**src/cpsi_pkg.sv**
```systemverilog
// Constants, types and helper functions for the CPU program-memory, stack and pointer block
// Summary of operation
// Core decodes exactly 49 distinct instructions
// Interrupt saves context to shadows, return restores
// Return stack: 16 entries of 15 bits
// Push overflow / empty pop set status flags
// Stack error may trigger a device reset
// Two 16-bit pointers reach data and program
// Program-memory indirect access takes one extra cycle
// Pointers give linear view of general RAM
// Program counter is 15 bits, 32K space
// Addresses above 07FFh wrap into implemented memory
// Reset starts at 0000h, interrupt at 0004h
// High-endurance region is 0780h to 07FFh
// Pointer high bit 7 selects program memory
// Program read loads only low eight bits
// Indirect writes never modify program memory
// Return-with-literal returns and loads working register
// Calls and interrupts push, returns pop
package cpsi_pkg;
	// Instruction count decoded by the core
	localparam logic [5:0] CPSI_NUM_INSTR = 6'h31;
	// Program counter and implemented space
	localparam int CPSI_PC_W = 15;
	localparam logic [14:0] CPSI_PC_MASK = 15'h07FF;
	localparam logic [14:0] CPSI_RESET_VEC = 15'h0000;
	localparam logic [14:0] CPSI_IRQ_VEC = 15'h0004;
	localparam logic [14:0] CPSI_HEF_LO = 15'h0780;
	localparam logic [14:0] CPSI_HEF_HI = 15'h07FF;
	// Return stack geometry
	localparam int CPSI_STACK_DEPTH = 16;
	localparam int CPSI_SP_W = 5;
	// Pointer layout: bit 7 of the high byte selects program memory
	localparam int CPSI_PTR_PFM_BIT = 15;
	// Linear general RAM window
	localparam logic [15:0] CPSI_LIN_BASE = 16'h2000;
	localparam logic [15:0] CPSI_LIN_TOP = 16'h29AF;
	localparam logic [11:0] CPSI_GPR_PER_BANK = 12'h050;
	localparam logic [6:0] CPSI_GPR_OFS = 7'h20;
	// Register port offsets
	localparam logic [3:0] CPSI_OFS_PTR0_LO = 4'h0;
	localparam logic [3:0] CPSI_OFS_PTR0_HI = 4'h1;
	localparam logic [3:0] CPSI_OFS_PTR1_LO = 4'h2;
	localparam logic [3:0] CPSI_OFS_PTR1_HI = 4'h3;
	localparam logic [3:0] CPSI_OFS_POWER_CONTROL_STATUS = 4'h4;
	localparam logic [3:0] CPSI_OFS_CTRL = 4'h5;
	localparam logic [3:0] CPSI_OFS_PC_LO = 4'h6;
	localparam logic [3:0] CPSI_OFS_PC_HI = 4'h7;
	localparam logic [3:0] CPSI_OFS_STKPTR = 4'h8;
	// Field positions
	localparam int CPSI_POWER_CONTROL_STATUS_OVF_BIT = 7;
	localparam int CPSI_POWER_CONTROL_STATUS_UNF_BIT = 6;
	localparam int CPSI_CTRL_STKRST_BIT = 0;
	// Reset values
	localparam logic [15:0] CPSI_PTR_RST = 16'h0000;
	localparam logic CPSI_STKRST_RST = 1'b1;
	// Width of the saved core context
	localparam int CPSI_CTX_W = 32;

	// Core sequencing commands
	typedef enum logic [3:0] {
		CPSI_OP_NEXT, CPSI_OP_GOTO, CPSI_OP_CALL, CPSI_OP_CALL_VIA_WORKING, CPSI_OP_RETURN,
		CPSI_OP_RETURN_WITH_LITERAL, CPSI_OP_RETFIE, CPSI_OP_BRW, CPSI_OP_IRQ, CPSI_OP_IND_RD,
		CPSI_OP_IND_WR
	} cpsi_op_type;

	// Fold any architectural address into the implemented space
	function automatic logic [14:0] cpsi_wrap_pc(input logic [14:0] a);
		return a & CPSI_PC_MASK;
	endfunction

	// Map a data-side pointer to a 12-bit data address, linear window included
	function automatic logic [11:0] cpsi_lin_map(input logic [15:0] p);
		logic [11:0] off;
		logic [11:0] bank;
		logic [11:0] low;
		off = p[11:0] - CPSI_LIN_BASE[11:0];
		bank = off / CPSI_GPR_PER_BANK;
		low = off % CPSI_GPR_PER_BANK;
		if (p >= CPSI_LIN_BASE && p <= CPSI_LIN_TOP) begin
			return {bank[4:0], CPSI_GPR_OFS + low[6:0]};
		end
		return p[11:0];
	endfunction
endpackage

```
**src/cpsi_core.sv**
```systemverilog
// Program counter, return stack, shadow context and indirect pointer logic
`timescale 1ns/1ps
module cpsi_core
	import cpsi_pkg::*;
(
	input wire logic clk_i,
	input wire logic srst_i,
	input wire logic op_valid_i,
	input wire cpsi_op_type op_i,
	input wire logic [5:0] instr_id_i,
	input wire logic [14:0] op_arg_i,
	input wire logic [7:0] w_i,
	input wire logic ptr_sel_i,
	input wire logic [7:0] ind_wdata_i,
	input wire logic [CPSI_CTX_W-1:0] ctx_i,
	input wire logic [3:0] reg_addr_i,
	input wire logic [7:0] reg_wdata_i,
	input wire logic reg_we_i,
	input wire logic reg_re_i,
	input wire logic [13:0] pfm_rdata_i,
	input wire logic [7:0] dm_rdata_i,
	output logic [7:0] reg_rdata_o,
	output logic [14:0] pc_o,
	output logic busy_o,
	output logic illegal_o,
	output logic w_load_o,
	output logic [7:0] w_value_o,
	output logic ind_valid_o,
	output logic [7:0] ind_rdata_o,
	output logic ctx_restore_o,
	output logic [CPSI_CTX_W-1:0] ctx_o,
	output logic soft_reset_o,
	output logic [10:0] pfm_addr_o,
	output logic pfm_re_o,
	output logic pfm_hef_o,
	output logic [11:0] dm_addr_o,
	output logic dm_re_o,
	output logic dm_we_o,
	output logic [7:0] dm_wdata_o
);
	// Indirect access sequencer
	typedef enum logic [2:0] {
		ST_IDLE, ST_DM_STB, ST_DM_CAP, ST_PF_STB, ST_PF_CAP, ST_PF_XTRA
	} cpsi_state_type;

	cpsi_state_type state_reg, state_next;
	logic [14:0] pc_reg, pc_next;
	logic [15:0] ptr0_reg, ptr0_next, ptr1_reg, ptr1_next;
	logic [15:0] sh_ptr0_reg, sh_ptr0_next, sh_ptr1_reg, sh_ptr1_next;
	logic [CPSI_CTX_W-1:0] sh_ctx_reg, sh_ctx_next, ctx_reg, ctx_next;
	logic ovf_reg, ovf_next, unf_reg, unf_next, stkrst_en_reg, stkrst_en_next;
	logic soft_rst_reg, soft_rst_next;
	logic [7:0] rdata_reg, rdata_next, res_reg, res_next, wval_reg, wval_next;
	logic busy_reg, busy_next, illegal_reg, illegal_next, wload_reg, wload_next;
	logic ind_valid_reg, ind_valid_next, restore_reg, restore_next;
	logic [10:0] pfm_addr_reg, pfm_addr_next;
	logic pfm_re_reg, pfm_re_next, hef_reg, hef_next;
	logic [11:0] dm_addr_reg, dm_addr_next;
	logic dm_re_reg, dm_re_next, dm_we_reg, dm_we_next;
	logic [7:0] dm_wdata_reg, dm_wdata_next;
	// Command decode helpers
	logic take, take_ok, is_illegal;
	logic [15:0] ptr_sel;
	// Selected pointer folded into the implemented program space
	logic [14:0] ptr_pc;
	logic [14:0] pc_inc;
	// Stack hookup
	logic push, pop, stk_ovf, stk_unf;
	logic [14:0] push_data, stk_top;
	logic [CPSI_SP_W-1:0] stk_level;

	// Return stack
	cpsi_stack u_stack (
		.clk_i(clk_i),
		.srst_i(srst_i),
		.clear_i(soft_rst_reg),
		.push_i(push),
		.pop_i(pop),
		.push_data_i(push_data),
		.top_o(stk_top),
		.level_o(stk_level),
		.overflow_o(stk_ovf),
		.underflow_o(stk_unf)
	);

	// Next-state computation for the whole block
	always_comb begin
		state_next = state_reg;
		pc_next = pc_reg;
		ptr0_next = ptr0_reg;
		ptr1_next = ptr1_reg;
		sh_ptr0_next = sh_ptr0_reg;
		sh_ptr1_next = sh_ptr1_reg;
		sh_ctx_next = sh_ctx_reg;
		ctx_next = ctx_reg;
		ovf_next = ovf_reg;
		unf_next = unf_reg;
		stkrst_en_next = stkrst_en_reg;
		res_next = res_reg;
		wval_next = wval_reg;
		pfm_addr_next = pfm_addr_reg;
		dm_addr_next = dm_addr_reg;
		dm_wdata_next = dm_wdata_reg;
		// Pulses default low
		soft_rst_next = 1'b0;
		illegal_next = 1'b0;
		wload_next = 1'b0;
		ind_valid_next = 1'b0;
		restore_next = 1'b0;
		pfm_re_next = 1'b0;
		hef_next = 1'b0;
		dm_re_next = 1'b0;
		dm_we_next = 1'b0;
		push = 1'b0;
		pop = 1'b0;
		push_data = '0;
		// Commands are only taken while no indirect access is in flight
		take = op_valid_i && (state_reg == ST_IDLE) && !soft_rst_reg;
		is_illegal = (instr_id_i >= CPSI_NUM_INSTR);
		take_ok = take && !is_illegal;
		ptr_sel = ptr_sel_i ? ptr1_reg : ptr0_reg;
		ptr_pc = cpsi_wrap_pc(ptr_sel[14:0]);
		pc_inc = cpsi_wrap_pc(pc_reg + 15'h0001);
		if (take && is_illegal) begin
			// Unknown opcode acts as a no-op but is reported
			illegal_next = 1'b1;
			pc_next = pc_inc;
		end else if (take_ok) begin
			unique case (op_i)
				CPSI_OP_NEXT: begin
					pc_next = pc_inc;
				end
				CPSI_OP_GOTO: begin
					pc_next = cpsi_wrap_pc(op_arg_i);
				end
				CPSI_OP_CALL: begin
					push = 1'b1;
					push_data = pc_inc;
					pc_next = cpsi_wrap_pc(op_arg_i);
				end
				CPSI_OP_CALL_VIA_WORKING: begin
					// Target high bits from the latch, low byte from working register
					push = 1'b1;
					push_data = pc_inc;
					pc_next = cpsi_wrap_pc({op_arg_i[14:8], w_i});
				end
				CPSI_OP_RETURN: begin
					pop = 1'b1;
					pc_next = cpsi_wrap_pc(stk_top);
				end
				CPSI_OP_RETURN_WITH_LITERAL: begin
					pop = 1'b1;
					pc_next = cpsi_wrap_pc(stk_top);
					wload_next = 1'b1;
					wval_next = op_arg_i[7:0];
				end
				CPSI_OP_RETFIE: begin
					// Context and pointers come back from the shadows
					pop = 1'b1;
					pc_next = cpsi_wrap_pc(stk_top);
					ctx_next = sh_ctx_reg;
					restore_next = 1'b1;
					ptr0_next = sh_ptr0_reg;
					ptr1_next = sh_ptr1_reg;
				end
				CPSI_OP_BRW: begin
					// Table index jump used by literal tables
					pc_next = cpsi_wrap_pc(pc_inc + {7'h00, w_i});
				end
				CPSI_OP_IRQ: begin
					// The interrupted instruction is resumed on return
					push = 1'b1;
					push_data = pc_reg;
					pc_next = CPSI_IRQ_VEC;
					sh_ctx_next = ctx_i;
					sh_ptr0_next = ptr0_reg;
					sh_ptr1_next = ptr1_reg;
				end
				CPSI_OP_IND_RD: begin
					pc_next = pc_inc;
					if (ptr_sel[CPSI_PTR_PFM_BIT]) begin
						// Program memory target, wrapped to implemented words
						pfm_addr_next = ptr_pc[10:0];
						pfm_re_next = 1'b1;
						hef_next = (ptr_pc >= CPSI_HEF_LO) && (ptr_pc <= CPSI_HEF_HI);
						state_next = ST_PF_STB;
					end else begin
						dm_addr_next = cpsi_lin_map(ptr_sel);
						dm_re_next = 1'b1;
						state_next = ST_DM_STB;
					end
				end
				CPSI_OP_IND_WR: begin
					pc_next = pc_inc;
					// Program memory is read-only through the pointer path
					if (!ptr_sel[CPSI_PTR_PFM_BIT]) begin
						dm_addr_next = cpsi_lin_map(ptr_sel);
						dm_we_next = 1'b1;
						dm_wdata_next = ind_wdata_i;
					end
				end
				default: begin
					pc_next = pc_inc;
				end
			endcase
		end
		// Read sequencer; memories answer the cycle after the strobe
		unique case (state_reg)
			ST_IDLE: begin
			end
			ST_DM_STB: begin
				state_next = ST_DM_CAP;
			end
			ST_DM_CAP: begin
				res_next = dm_rdata_i;
				ind_valid_next = 1'b1;
				state_next = ST_IDLE;
			end
			ST_PF_STB: begin
				state_next = ST_PF_CAP;
			end
			ST_PF_CAP: begin
				res_next = pfm_rdata_i[7:0];
				state_next = ST_PF_XTRA;
			end
			ST_PF_XTRA: begin
				// The additional instruction cycle for program fetches
				ind_valid_next = 1'b1;
				state_next = ST_IDLE;
			end
			// Unused codes fall back to idle
			default: begin
				state_next = ST_IDLE;
			end
		endcase
		// Software port writes; a zero written to a flag clears it
		if (reg_we_i) begin
			unique case (reg_addr_i)
				CPSI_OFS_PTR0_LO: ptr0_next[7:0] = reg_wdata_i;
				CPSI_OFS_PTR0_HI: ptr0_next[15:8] = reg_wdata_i;
				CPSI_OFS_PTR1_LO: ptr1_next[7:0] = reg_wdata_i;
				CPSI_OFS_PTR1_HI: ptr1_next[15:8] = reg_wdata_i;
				CPSI_OFS_POWER_CONTROL_STATUS: begin
					ovf_next = ovf_reg & reg_wdata_i[CPSI_POWER_CONTROL_STATUS_OVF_BIT];
					unf_next = unf_reg & reg_wdata_i[CPSI_POWER_CONTROL_STATUS_UNF_BIT];
				end
				CPSI_OFS_CTRL: stkrst_en_next = reg_wdata_i[CPSI_CTRL_STKRST_BIT];
				default: begin
				end
			endcase
		end
		// Hardware set wins over a simultaneous software clear
		if (stk_ovf) begin
			ovf_next = 1'b1;
		end
		if (stk_unf) begin
			unf_next = 1'b1;
		end
		if ((stk_ovf || stk_unf) && stkrst_en_reg) begin
			soft_rst_next = 1'b1;
		end
		// Device reset from a stack error restarts at the reset vector
		if (soft_rst_reg) begin
			pc_next = CPSI_RESET_VEC;
			state_next = ST_IDLE;
		end
		// Register read data, one cycle after the strobe
		rdata_next = 8'h00;
		if (reg_re_i) begin
			unique case (reg_addr_i)
				CPSI_OFS_PTR0_LO: rdata_next = ptr0_reg[7:0];
				CPSI_OFS_PTR0_HI: rdata_next = ptr0_reg[15:8];
				CPSI_OFS_PTR1_LO: rdata_next = ptr1_reg[7:0];
				CPSI_OFS_PTR1_HI: rdata_next = ptr1_reg[15:8];
				CPSI_OFS_POWER_CONTROL_STATUS: rdata_next = {ovf_reg, unf_reg, 6'h00};
				CPSI_OFS_CTRL: rdata_next = {7'h00, stkrst_en_reg};
				CPSI_OFS_PC_LO: rdata_next = pc_reg[7:0];
				CPSI_OFS_PC_HI: rdata_next = {1'b0, pc_reg[14:8]};
				CPSI_OFS_STKPTR: rdata_next = {3'h0, stk_level};
				default: rdata_next = 8'h00;
			endcase
		end
		busy_next = (state_next != ST_IDLE);
	end

	// State registers; all outputs leave straight from here
	always_ff @(posedge clk_i) begin
		if (srst_i) begin
			state_reg <= ST_IDLE;
			pc_reg <= CPSI_RESET_VEC;
			ptr0_reg <= CPSI_PTR_RST;
			ptr1_reg <= CPSI_PTR_RST;
			sh_ptr0_reg <= CPSI_PTR_RST;
			sh_ptr1_reg <= CPSI_PTR_RST;
			sh_ctx_reg <= '0;
			ctx_reg <= '0;
			ovf_reg <= 1'b0;
			unf_reg <= 1'b0;
			stkrst_en_reg <= CPSI_STKRST_RST;
			soft_rst_reg <= 1'b0;
			rdata_reg <= 8'h00;
			res_reg <= 8'h00;
			wval_reg <= 8'h00;
			busy_reg <= 1'b0;
			illegal_reg <= 1'b0;
			wload_reg <= 1'b0;
			ind_valid_reg <= 1'b0;
			restore_reg <= 1'b0;
			pfm_addr_reg <= '0;
			pfm_re_reg <= 1'b0;
			hef_reg <= 1'b0;
			dm_addr_reg <= '0;
			dm_re_reg <= 1'b0;
			dm_we_reg <= 1'b0;
			dm_wdata_reg <= 8'h00;
		end else begin
			state_reg <= state_next;
			pc_reg <= pc_next;
			ptr0_reg <= ptr0_next;
			ptr1_reg <= ptr1_next;
			sh_ptr0_reg <= sh_ptr0_next;
			sh_ptr1_reg <= sh_ptr1_next;
			sh_ctx_reg <= sh_ctx_next;
			ctx_reg <= ctx_next;
			ovf_reg <= ovf_next;
			unf_reg <= unf_next;
			stkrst_en_reg <= stkrst_en_next;
			soft_rst_reg <= soft_rst_next;
			rdata_reg <= rdata_next;
			res_reg <= res_next;
			wval_reg <= wval_next;
			busy_reg <= busy_next;
			illegal_reg <= illegal_next;
			wload_reg <= wload_next;
			ind_valid_reg <= ind_valid_next;
			restore_reg <= restore_next;
			pfm_addr_reg <= pfm_addr_next;
			pfm_re_reg <= pfm_re_next;
			hef_reg <= hef_next;
			dm_addr_reg <= dm_addr_next;
			dm_re_reg <= dm_re_next;
			dm_we_reg <= dm_we_next;
			dm_wdata_reg <= dm_wdata_next;
		end
	end

	assign reg_rdata_o = rdata_reg;
	assign pc_o = pc_reg;
	assign busy_o = busy_reg;
	assign illegal_o = illegal_reg;
	assign w_load_o = wload_reg;
	assign w_value_o = wval_reg;
	assign ind_valid_o = ind_valid_reg;
	assign ind_rdata_o = res_reg;
	assign ctx_restore_o = restore_reg;
	assign ctx_o = ctx_reg;
	assign soft_reset_o = soft_rst_reg;
	assign pfm_addr_o = pfm_addr_reg;
	assign pfm_re_o = pfm_re_reg;
	assign pfm_hef_o = hef_reg;
	assign dm_addr_o = dm_addr_reg;
	assign dm_re_o = dm_re_reg;
	assign dm_we_o = dm_we_reg;
	assign dm_wdata_o = dm_wdata_reg;

	// Checks on sequencing behaviour
	property p_reset_vec;
		@(posedge clk_i) srst_i |=> (pc_o == CPSI_RESET_VEC);
	endproperty
	a_reset_vec: assert property (p_reset_vec) else $error("pc not at reset vector");

	property p_irq_vec;
		@(posedge clk_i) disable iff (srst_i)
		(take_ok && op_i == CPSI_OP_IRQ) |=> (pc_o == CPSI_IRQ_VEC);
	endproperty
	a_irq_vec: assert property (p_irq_vec) else $error("irq did not vector");

	property p_pc_wrap;
		@(posedge clk_i) disable iff (srst_i) (pc_o[14:11] == 4'h0);
	endproperty
	a_pc_wrap: assert property (p_pc_wrap) else $error("pc left implemented space");

	property p_pfm_extra;
		@(posedge clk_i) disable iff (srst_i)
		(take_ok && op_i == CPSI_OP_IND_RD && ptr_sel[CPSI_PTR_PFM_BIT])
		|=> (!ind_valid_o && busy_o) [*3] ##1 ind_valid_o;
	endproperty
	a_pfm_extra: assert property (p_pfm_extra) else $error("program read timing");

	property p_dm_read;
		@(posedge clk_i) disable iff (srst_i)
		(take_ok && op_i == CPSI_OP_IND_RD && !ptr_sel[CPSI_PTR_PFM_BIT])
		|=> dm_re_o ##1 !ind_valid_o ##1 ind_valid_o;
	endproperty
	a_dm_read: assert property (p_dm_read) else $error("data read timing");

	property p_no_pfm_write;
		@(posedge clk_i) disable iff (srst_i)
		(take_ok && op_i == CPSI_OP_IND_WR && ptr_sel[CPSI_PTR_PFM_BIT]) |=> !dm_we_o;
	endproperty
	a_no_pfm_write: assert property (p_no_pfm_write) else $error("write leaked");

	property p_low_byte;
		@(posedge clk_i) disable iff (srst_i)
		(state_reg == ST_PF_CAP) |-> ##2 (ind_valid_o && ind_rdata_o == $past(pfm_rdata_i[7:0], 2));
	endproperty
	a_low_byte: assert property (p_low_byte) else $error("program byte wrong");

	property p_stack_flags;
		@(posedge clk_i) disable iff (srst_i)
		(stk_ovf |=> ovf_reg) and (stk_unf |=> unf_reg);
	endproperty
	a_stack_flags: assert property (p_stack_flags) else $error("stack flag not set");

	property p_stack_reset;
		@(posedge clk_i) disable iff (srst_i)
		((stk_ovf || stk_unf) && stkrst_en_reg) |=> soft_reset_o ##1 (pc_o == CPSI_RESET_VEC);
	endproperty
	a_stack_reset: assert property (p_stack_reset) else $error("no stack reset");

	property p_return_with_literal;
		@(posedge clk_i) disable iff (srst_i)
		(take_ok && op_i == CPSI_OP_RETURN_WITH_LITERAL)
		|=> (w_load_o && w_value_o == $past(op_arg_i[7:0]) && pc_o == $past(cpsi_wrap_pc(stk_top)));
	endproperty
	a_return_with_literal: assert property (p_return_with_literal) else $error("literal return wrong");

	property p_call;
		@(posedge clk_i) disable iff (srst_i)
		(take_ok && op_i == CPSI_OP_CALL && stk_level < 5'h10)
		|=> (pc_o == $past(cpsi_wrap_pc(op_arg_i)) && stk_level == $past(stk_level) + 5'h01);
	endproperty
	a_call: assert property (p_call) else $error("call did not push");

	c_pfm_read: cover property (@(posedge clk_i) disable iff (srst_i) state_reg == ST_PF_XTRA);
	c_overflow: cover property (@(posedge clk_i) disable iff (srst_i) stk_ovf);
	c_retfie: cover property (@(posedge clk_i) disable iff (srst_i) restore_reg);
endmodule

```
**src/cpsi_stack.sv**
```systemverilog
// Hardware return-address stack with overflow and underflow detection
`timescale 1ns/1ps
module cpsi_stack
	import cpsi_pkg::*;
(
	input wire logic clk_i,
	input wire logic srst_i,
	input wire logic clear_i,
	input wire logic push_i,
	input wire logic pop_i,
	input wire logic [14:0] push_data_i,
	output logic [14:0] top_o,
	output logic [CPSI_SP_W-1:0] level_o,
	output logic overflow_o,
	output logic underflow_o
);
	// Storage for return addresses
	logic [14:0] mem [CPSI_STACK_DEPTH];
	// Entry count, 0 to 16
	logic [CPSI_SP_W-1:0] sp_reg;
	logic [CPSI_SP_W-1:0] sp_next;
	logic full;
	logic empty;

	// Occupancy and pop value
	always_comb begin
		full = (sp_reg == CPSI_SP_W'(CPSI_STACK_DEPTH));
		empty = (sp_reg == '0);
		// Empty pop returns the reset vector rather than stale data
		top_o = empty ? CPSI_RESET_VEC : mem[4'(sp_reg - 1'b1)];
		overflow_o = push_i && full;
		underflow_o = pop_i && empty;
		level_o = sp_reg;
		sp_next = sp_reg;
		if (clear_i) begin
			sp_next = '0;
		end else if (push_i && !full) begin
			sp_next = sp_reg + 1'b1;
		end else if (pop_i && !empty) begin
			sp_next = sp_reg - 1'b1;
		end
	end

	// Pointer register
	always_ff @(posedge clk_i) begin
		if (srst_i) begin
			sp_reg <= '0;
		end else begin
			sp_reg <= sp_next;
		end
	end

	// Entry write; a push into a full stack is dropped
	always_ff @(posedge clk_i) begin
		if (push_i && !full && !clear_i) begin
			mem[4'(sp_reg)] <= push_data_i;
		end
	end
endmodule

```
**config.mk**
```make
export PLATFORM = sky130hd
export DESIGN_NAME = cpsi_core
export DESIGN_NICKNAME = d
export VERILOG_FILES = /design/src/cpsi_pkg.sv /design/src/cpsi_core.sv /design/src/cpsi_stack.sv
export SDC_FILE = /design/constraint.sdc
export NUM_CORES = 1
export LEC_CHECK = 0
export BUFFER_PORTS_ARGS = -buffer_cell sky130_fd_sc_hd__buf_4
export CAP_MARGIN = 0
export CORE_MARGIN = 1
export CORE_UTILIZATION = 50
export CTS_CLUSTER_DIAMETER = 30
export CTS_CLUSTER_SIZE = 20
export DETAILED_ROUTE_END_ITERATION = 7
export PLACE_DENSITY = 0.69
export SKIP_LAST_GASP = 1
export SLEW_MARGIN = 20
export SYNTH_ARGS = -nofsm -noshare
export SYNTH_HDL_FRONTEND = slang
export SYNTH_HIERARCHICAL = 1
export SYNTH_SLANG_ARGS = --single-unit
```
**constraint.sdc**
```tcl
create_clock -name clk_i -period 3.5 [get_ports clk_i]
set_input_delay 0.525 -clock clk_i [delete_from_list [all_inputs] [get_ports clk_i]]
set_output_delay 0.525 -clock clk_i [all_outputs]
set_load 0.02 [all_outputs]
```
* Word level (Yosys, flattened, before mapping)
Memories as Yosys holds them, arrays and structs flattened. Index checks and enable logic that the tools add are counted.
Word-level totals: memories kept 1, bits of input ports 113, register bits 215, output and inout port bits 112, RAM bits 240
Memory list:
- u_stack.mem | words 16, bits a word 15, read ports 1, clocked after Yosys merged registers in 0, wr ports 1, line cpsi_stack.sv:18 | logic [14:0] mem [CPSI_STACK_DEPTH];
Operators by class: order comparisons 5, bitwise logic cells 8, mux-type cells 65, div/mod/pow operators 2, equal/unequal tests 26, reduce and logical (&&, ||, !) cells 49, $add $sub $neg 5
Operator list (number):
- $mux W16 | 9
- $pmux W8 S9 | 1
- $mux W12 | 5
- $pmux W11 S5 | 1
- $mux W11 | 3
- $eq A4 B3 Y1 const B | 8
- $mux W8 | 4
- $mux W15 | 2
- $mux W1 | 29
- $pmux W12 S2 | 1
- $pmux W11 S2 | 1
- $eq A4 B2 Y1 const B | 4
- $eq A4 B4 Y1 const B | 4
- $ge A16 B14 Y1 const B | 1
- $le A16 B14 Y1 const B | 1
- $pmux W8 S2 | 1
- $reduce_bool A2 Y1 | 8
- $div A12 B7 Y12 const B | 1
- $logic_and A1 B1 Y1 | 12
- $mod A12 B7 Y12 const B | 1
- $mux W3 | 4
- $pmux W3 S4 | 1
- $add A11 B1 Y11 const B | 1
- $add A11 B8 Y11 | 1
- other kinds (30) | 56

* Depth between registers and ports, before layout
word-level depth 11, gate-level depth with buffers 14

* By module
Netlist, hierarchy kept.
By module, submodules not included:
- cpsi_core | area each 10007.1 um^2, times used 1, cells each 1285
- cpsi_stack | area each 9823.2 um^2, times used 1, cells each 445

* Worst setup path after synthesis
OpenSTA, ideal clock, no wires.
kind input port to flip-flop, start point input port instr_id_i[3], end point memory u_stack.mem[0][0] (enable), data arrival time 3.294 ns, library setup time 0.426 ns, cell stages on the path 6, setup slack -0.220 ns, cells stage by stage nor4_1 -> o21ai_0 -> clkbuf_1 -> a21oi_1 -> inv_1 -> nor4_1
Between the ends: longest elaborated chain between the ends 9
Ends and longest elaborated chain:
- start, declared | line cpsi_core.sv:10 | input wire logic [5:0] instr_id_i,
- $ge A6 B6 Y1 (*) | line cpsi_core.sv:119 | is_illegal = (instr_id_i >= CPSI_NUM_INSTR);
- $logic_not A1 Y1 | line cpsi_core.sv:120 | take_ok = take && !is_illegal;
- $logic_and A1 B1 Y1 | line cpsi_core.sv:120
- $mux W1 | line cpsi_core.sv:128 | end else if (take_ok) begin
- $mux W1 (*) | line cpsi_core.sv:124 | if (take && is_illegal) begin
- net push | line cpsi_core.sv:68 | logic push, pop, stk_ovf, stk_unf;
- $logic_and A1 B1 Y1 (*) (2 in series) | line cpsi_stack.sv:55 | if (push_i && !full && !clear_i) begin
- $mux W1 (*) | line cpsi_stack.sv:55
- $mux W1 (not written as such) (*) | line cpsi_stack.sv:56 | mem[4'(sp_reg)] <= push_data_i;
- end, declared | line cpsi_stack.sv:18
Mark *: on every way through the listed nets, which the timed path passes. The rest lies on a longest branch.

* Final worst setup path
start point register pc_reg[2], in the netlist pc_o[2], end point register pc_reg[9], in the netlist pc_o[9]
Between the ends: longest elaborated chain between the ends 5
Ends and longest elaborated chain:
- start, declared | line cpsi_core.sv:47 | logic [14:0] pc_reg, pc_next;
- start signal, assigned | line cpsi_core.sv:318 | pc_reg <= pc_next;
- $add A11 B1 Y11 (*) | line cpsi_core.sv:123 | pc_inc = cpsi_wrap_pc(pc_reg + 15'h0001);
- $add A11 B8 Y11 | line cpsi_core.sv:168 | pc_next = cpsi_wrap_pc(pc_inc + {7'h00, w_i});
- $pmux W11 S5 | line cpsi_core.sv:129 | unique case (op_i)
- $mux W11 | line cpsi_core.sv:128
- $mux W11 (*) | line cpsi_core.sv:124
Mark *: on every way between the ends. The rest lies on a longest branch, timed or not. The select of a mux whose other input is x is not followed. A chain may end at the register's enable or synchronous reset.

==> metrics.txt <==
crit-path cells nand3_1, xnor2_1, ha_1, inv_1, o21ai_0, a2111o_1, a31oi_1, o21ai_0, a21oi_1, o221a_2; fin crit period 2.89 ns; Clock Skew about 0.022 ns; Hold WS 0.191 ns; design area 22300 sq um; area delta synth->final 28.3%; Root Buffer clkbuf_16; Die X-Extent 189 microns; r2r endpoint pc_o[9]; Worst Setup End Kind flop; hold path start op_arg_i[5]; later-pin clock latency in the skew report slightly below 0.6 ns; Final #Nets 2011; deepest clock path buffer count 3; DP HPWL about 31000 microns; Buf/Inv on CP 1; f_max 346 MHz; crit path DAT 3.41 ns; DRC errors left 0; Vias 14200; Syn Area/Cell 10.6 sq um; reg2reg start pc_o[2]; Pre-Repair DR Iteration Count 8; grt total ovfl 0; drt first-iter violations 1466; gpl congestion 0.946; IO Pins around 230; initial antenna violation count 0; P_sw 2.93 mW; CP most frequent cell o21ai_0; most common cell after layout, fill and taps aside nand2_1; Min-Delay Path Depth 3; hold endpoint w_value_o[5]; crit-path max FO 9; final hold vios 0; Required @ worst endpoint around 4 ns; Sw Share 22.6%; Rel. slew slack 42.8%; Worst-Margin Slew 0.850 ns; flop2flop setup slack 0.61 ns; synthesized area 17400 sq um; TritonCTS Buffers 77; CTS resizes 0; post-synthesis instance total 1638; chip height 189 microns; final WL around 49000 microns; type of the tightest min-delay check input port to flop; CP Launch Type flop; port buffer count 210; fin util 66.0%; part of the power in registers 37.3%; Power Density 581 nW/um^2; final setup margin just over 0.6 ns; global-route wire length before repair around 76000 microns; Rows 67; maximum number of pins on one net before global-route repair ~150; Largest register FFs 176; Slew Viols, Final 0; most frequent cells in the layout 312 x nand2_1, 278 x buf_4, 214 x dfxtp_1; outcome finished, final reports clean; Post CTS Setup Buffer Count 0; ratio of cells with drive above 1 in the final layout 24.5%; DR vias/cell 5.94; Placed Cells 2253; Internal Power 10.0 mW; RSZ-0062 raised after global routing false; P_leak a little under 8 nW; Comb power frac between 5 and 6%; Starting Density 51.4%; CORE AREA 33900 sq um; max-cap check violation count 0; die area 35600 sq um; Global Route Usage Sum between 20% and 30%; worst slack, placed 0.300 ns; Post-DP Area 19700 sq um; # clock sinks 391; Antenna diodes 0; Worst VDD drop between 0.4 and 0.5 mV; CP Depth 10; slowest stage delay, CP 0.61 ns; Ys Warns 6; CP delay by family, top compound AO/OA/AOI/OAI gates; clock share of power 57.4%; CTS Hold Bufs 0; PnR Total Power about 13 mW; slowest CP cell dfxtp_1; htree depth 3; Post-DRT Antenna Nets 0; final period utilization 82.5%; CTS tree yes; Worst-path clk slew 0.05 ns; number of global-route vias before repair 13700; WS Path Type flop to flop; post-route insts no fill 2393; reg2reg path depth 10; endpoints failing setup 0; Wirelength per Cell approximately 20 microns; Setup TNS Final 0 ns
==> worst max-delay path by stage <==
stage / startpoint / endpoint / slack [ns]
after floorplan: instr_id_i[3] / u_stack/mem[3][0] / 0.17
after global placement: ptr_sel_i / dm_addr_o[6] / 0.37
after detailed placement: ptr_sel_i / dm_addr_o[6] / 0.30
after CTS: pc_o[2] / u_stack/mem[2][8] / 0.63
after global routing: pc_o[2] / pc_o[9] / 0.42
final: pc_o[2] / pc_o[9] / 0.61
==> power by group through the flow <==
stage	clock network (mW)	logic, mW	registers [mW]
CTS	7.54	0.680	4.83
detailed placement	0	0.674	4.92
finish	7.45	0.689	4.83
floorplan	0	0.402	4.92
global placement	0	0.664	4.91
global route	7.76	0.740	4.83
==> tightest hold or removal path, cell delays in order <==
cell     delay [ns]
buf_4          0.09
mux2i_1        0.06
nor2_1         0.07
==> layer usage <==
layer / share of wire [%] / track usage (%) / vias up
met5: 0 / 0 / -
met4: 3.1 / 11.7 / 0
met3: 9.1 / 5.85 / 117
met2: 45 / 40.9 / 734
met1: 43 / 38.0 / 6818
li1: - / - / 6546
==> cell type report <==
| class | instances | area, sq um |
|---|---|---|
| Clock buffer | 89 | 2050 |
| Clock inverter | 51 | 618 |
| Fill cell | 2588 | 11500 |
| Inverter | 16 | 60.1 |
| Multi-Input combinational cell | 1111 | 7200 |
| Sequential cell | 391 | 9590 |
| Tap cell | 448 | 561 |
| Timing Repair Buffer | 287 | 2260 |
Note: power is estimated with default switching activity, not from simulation.
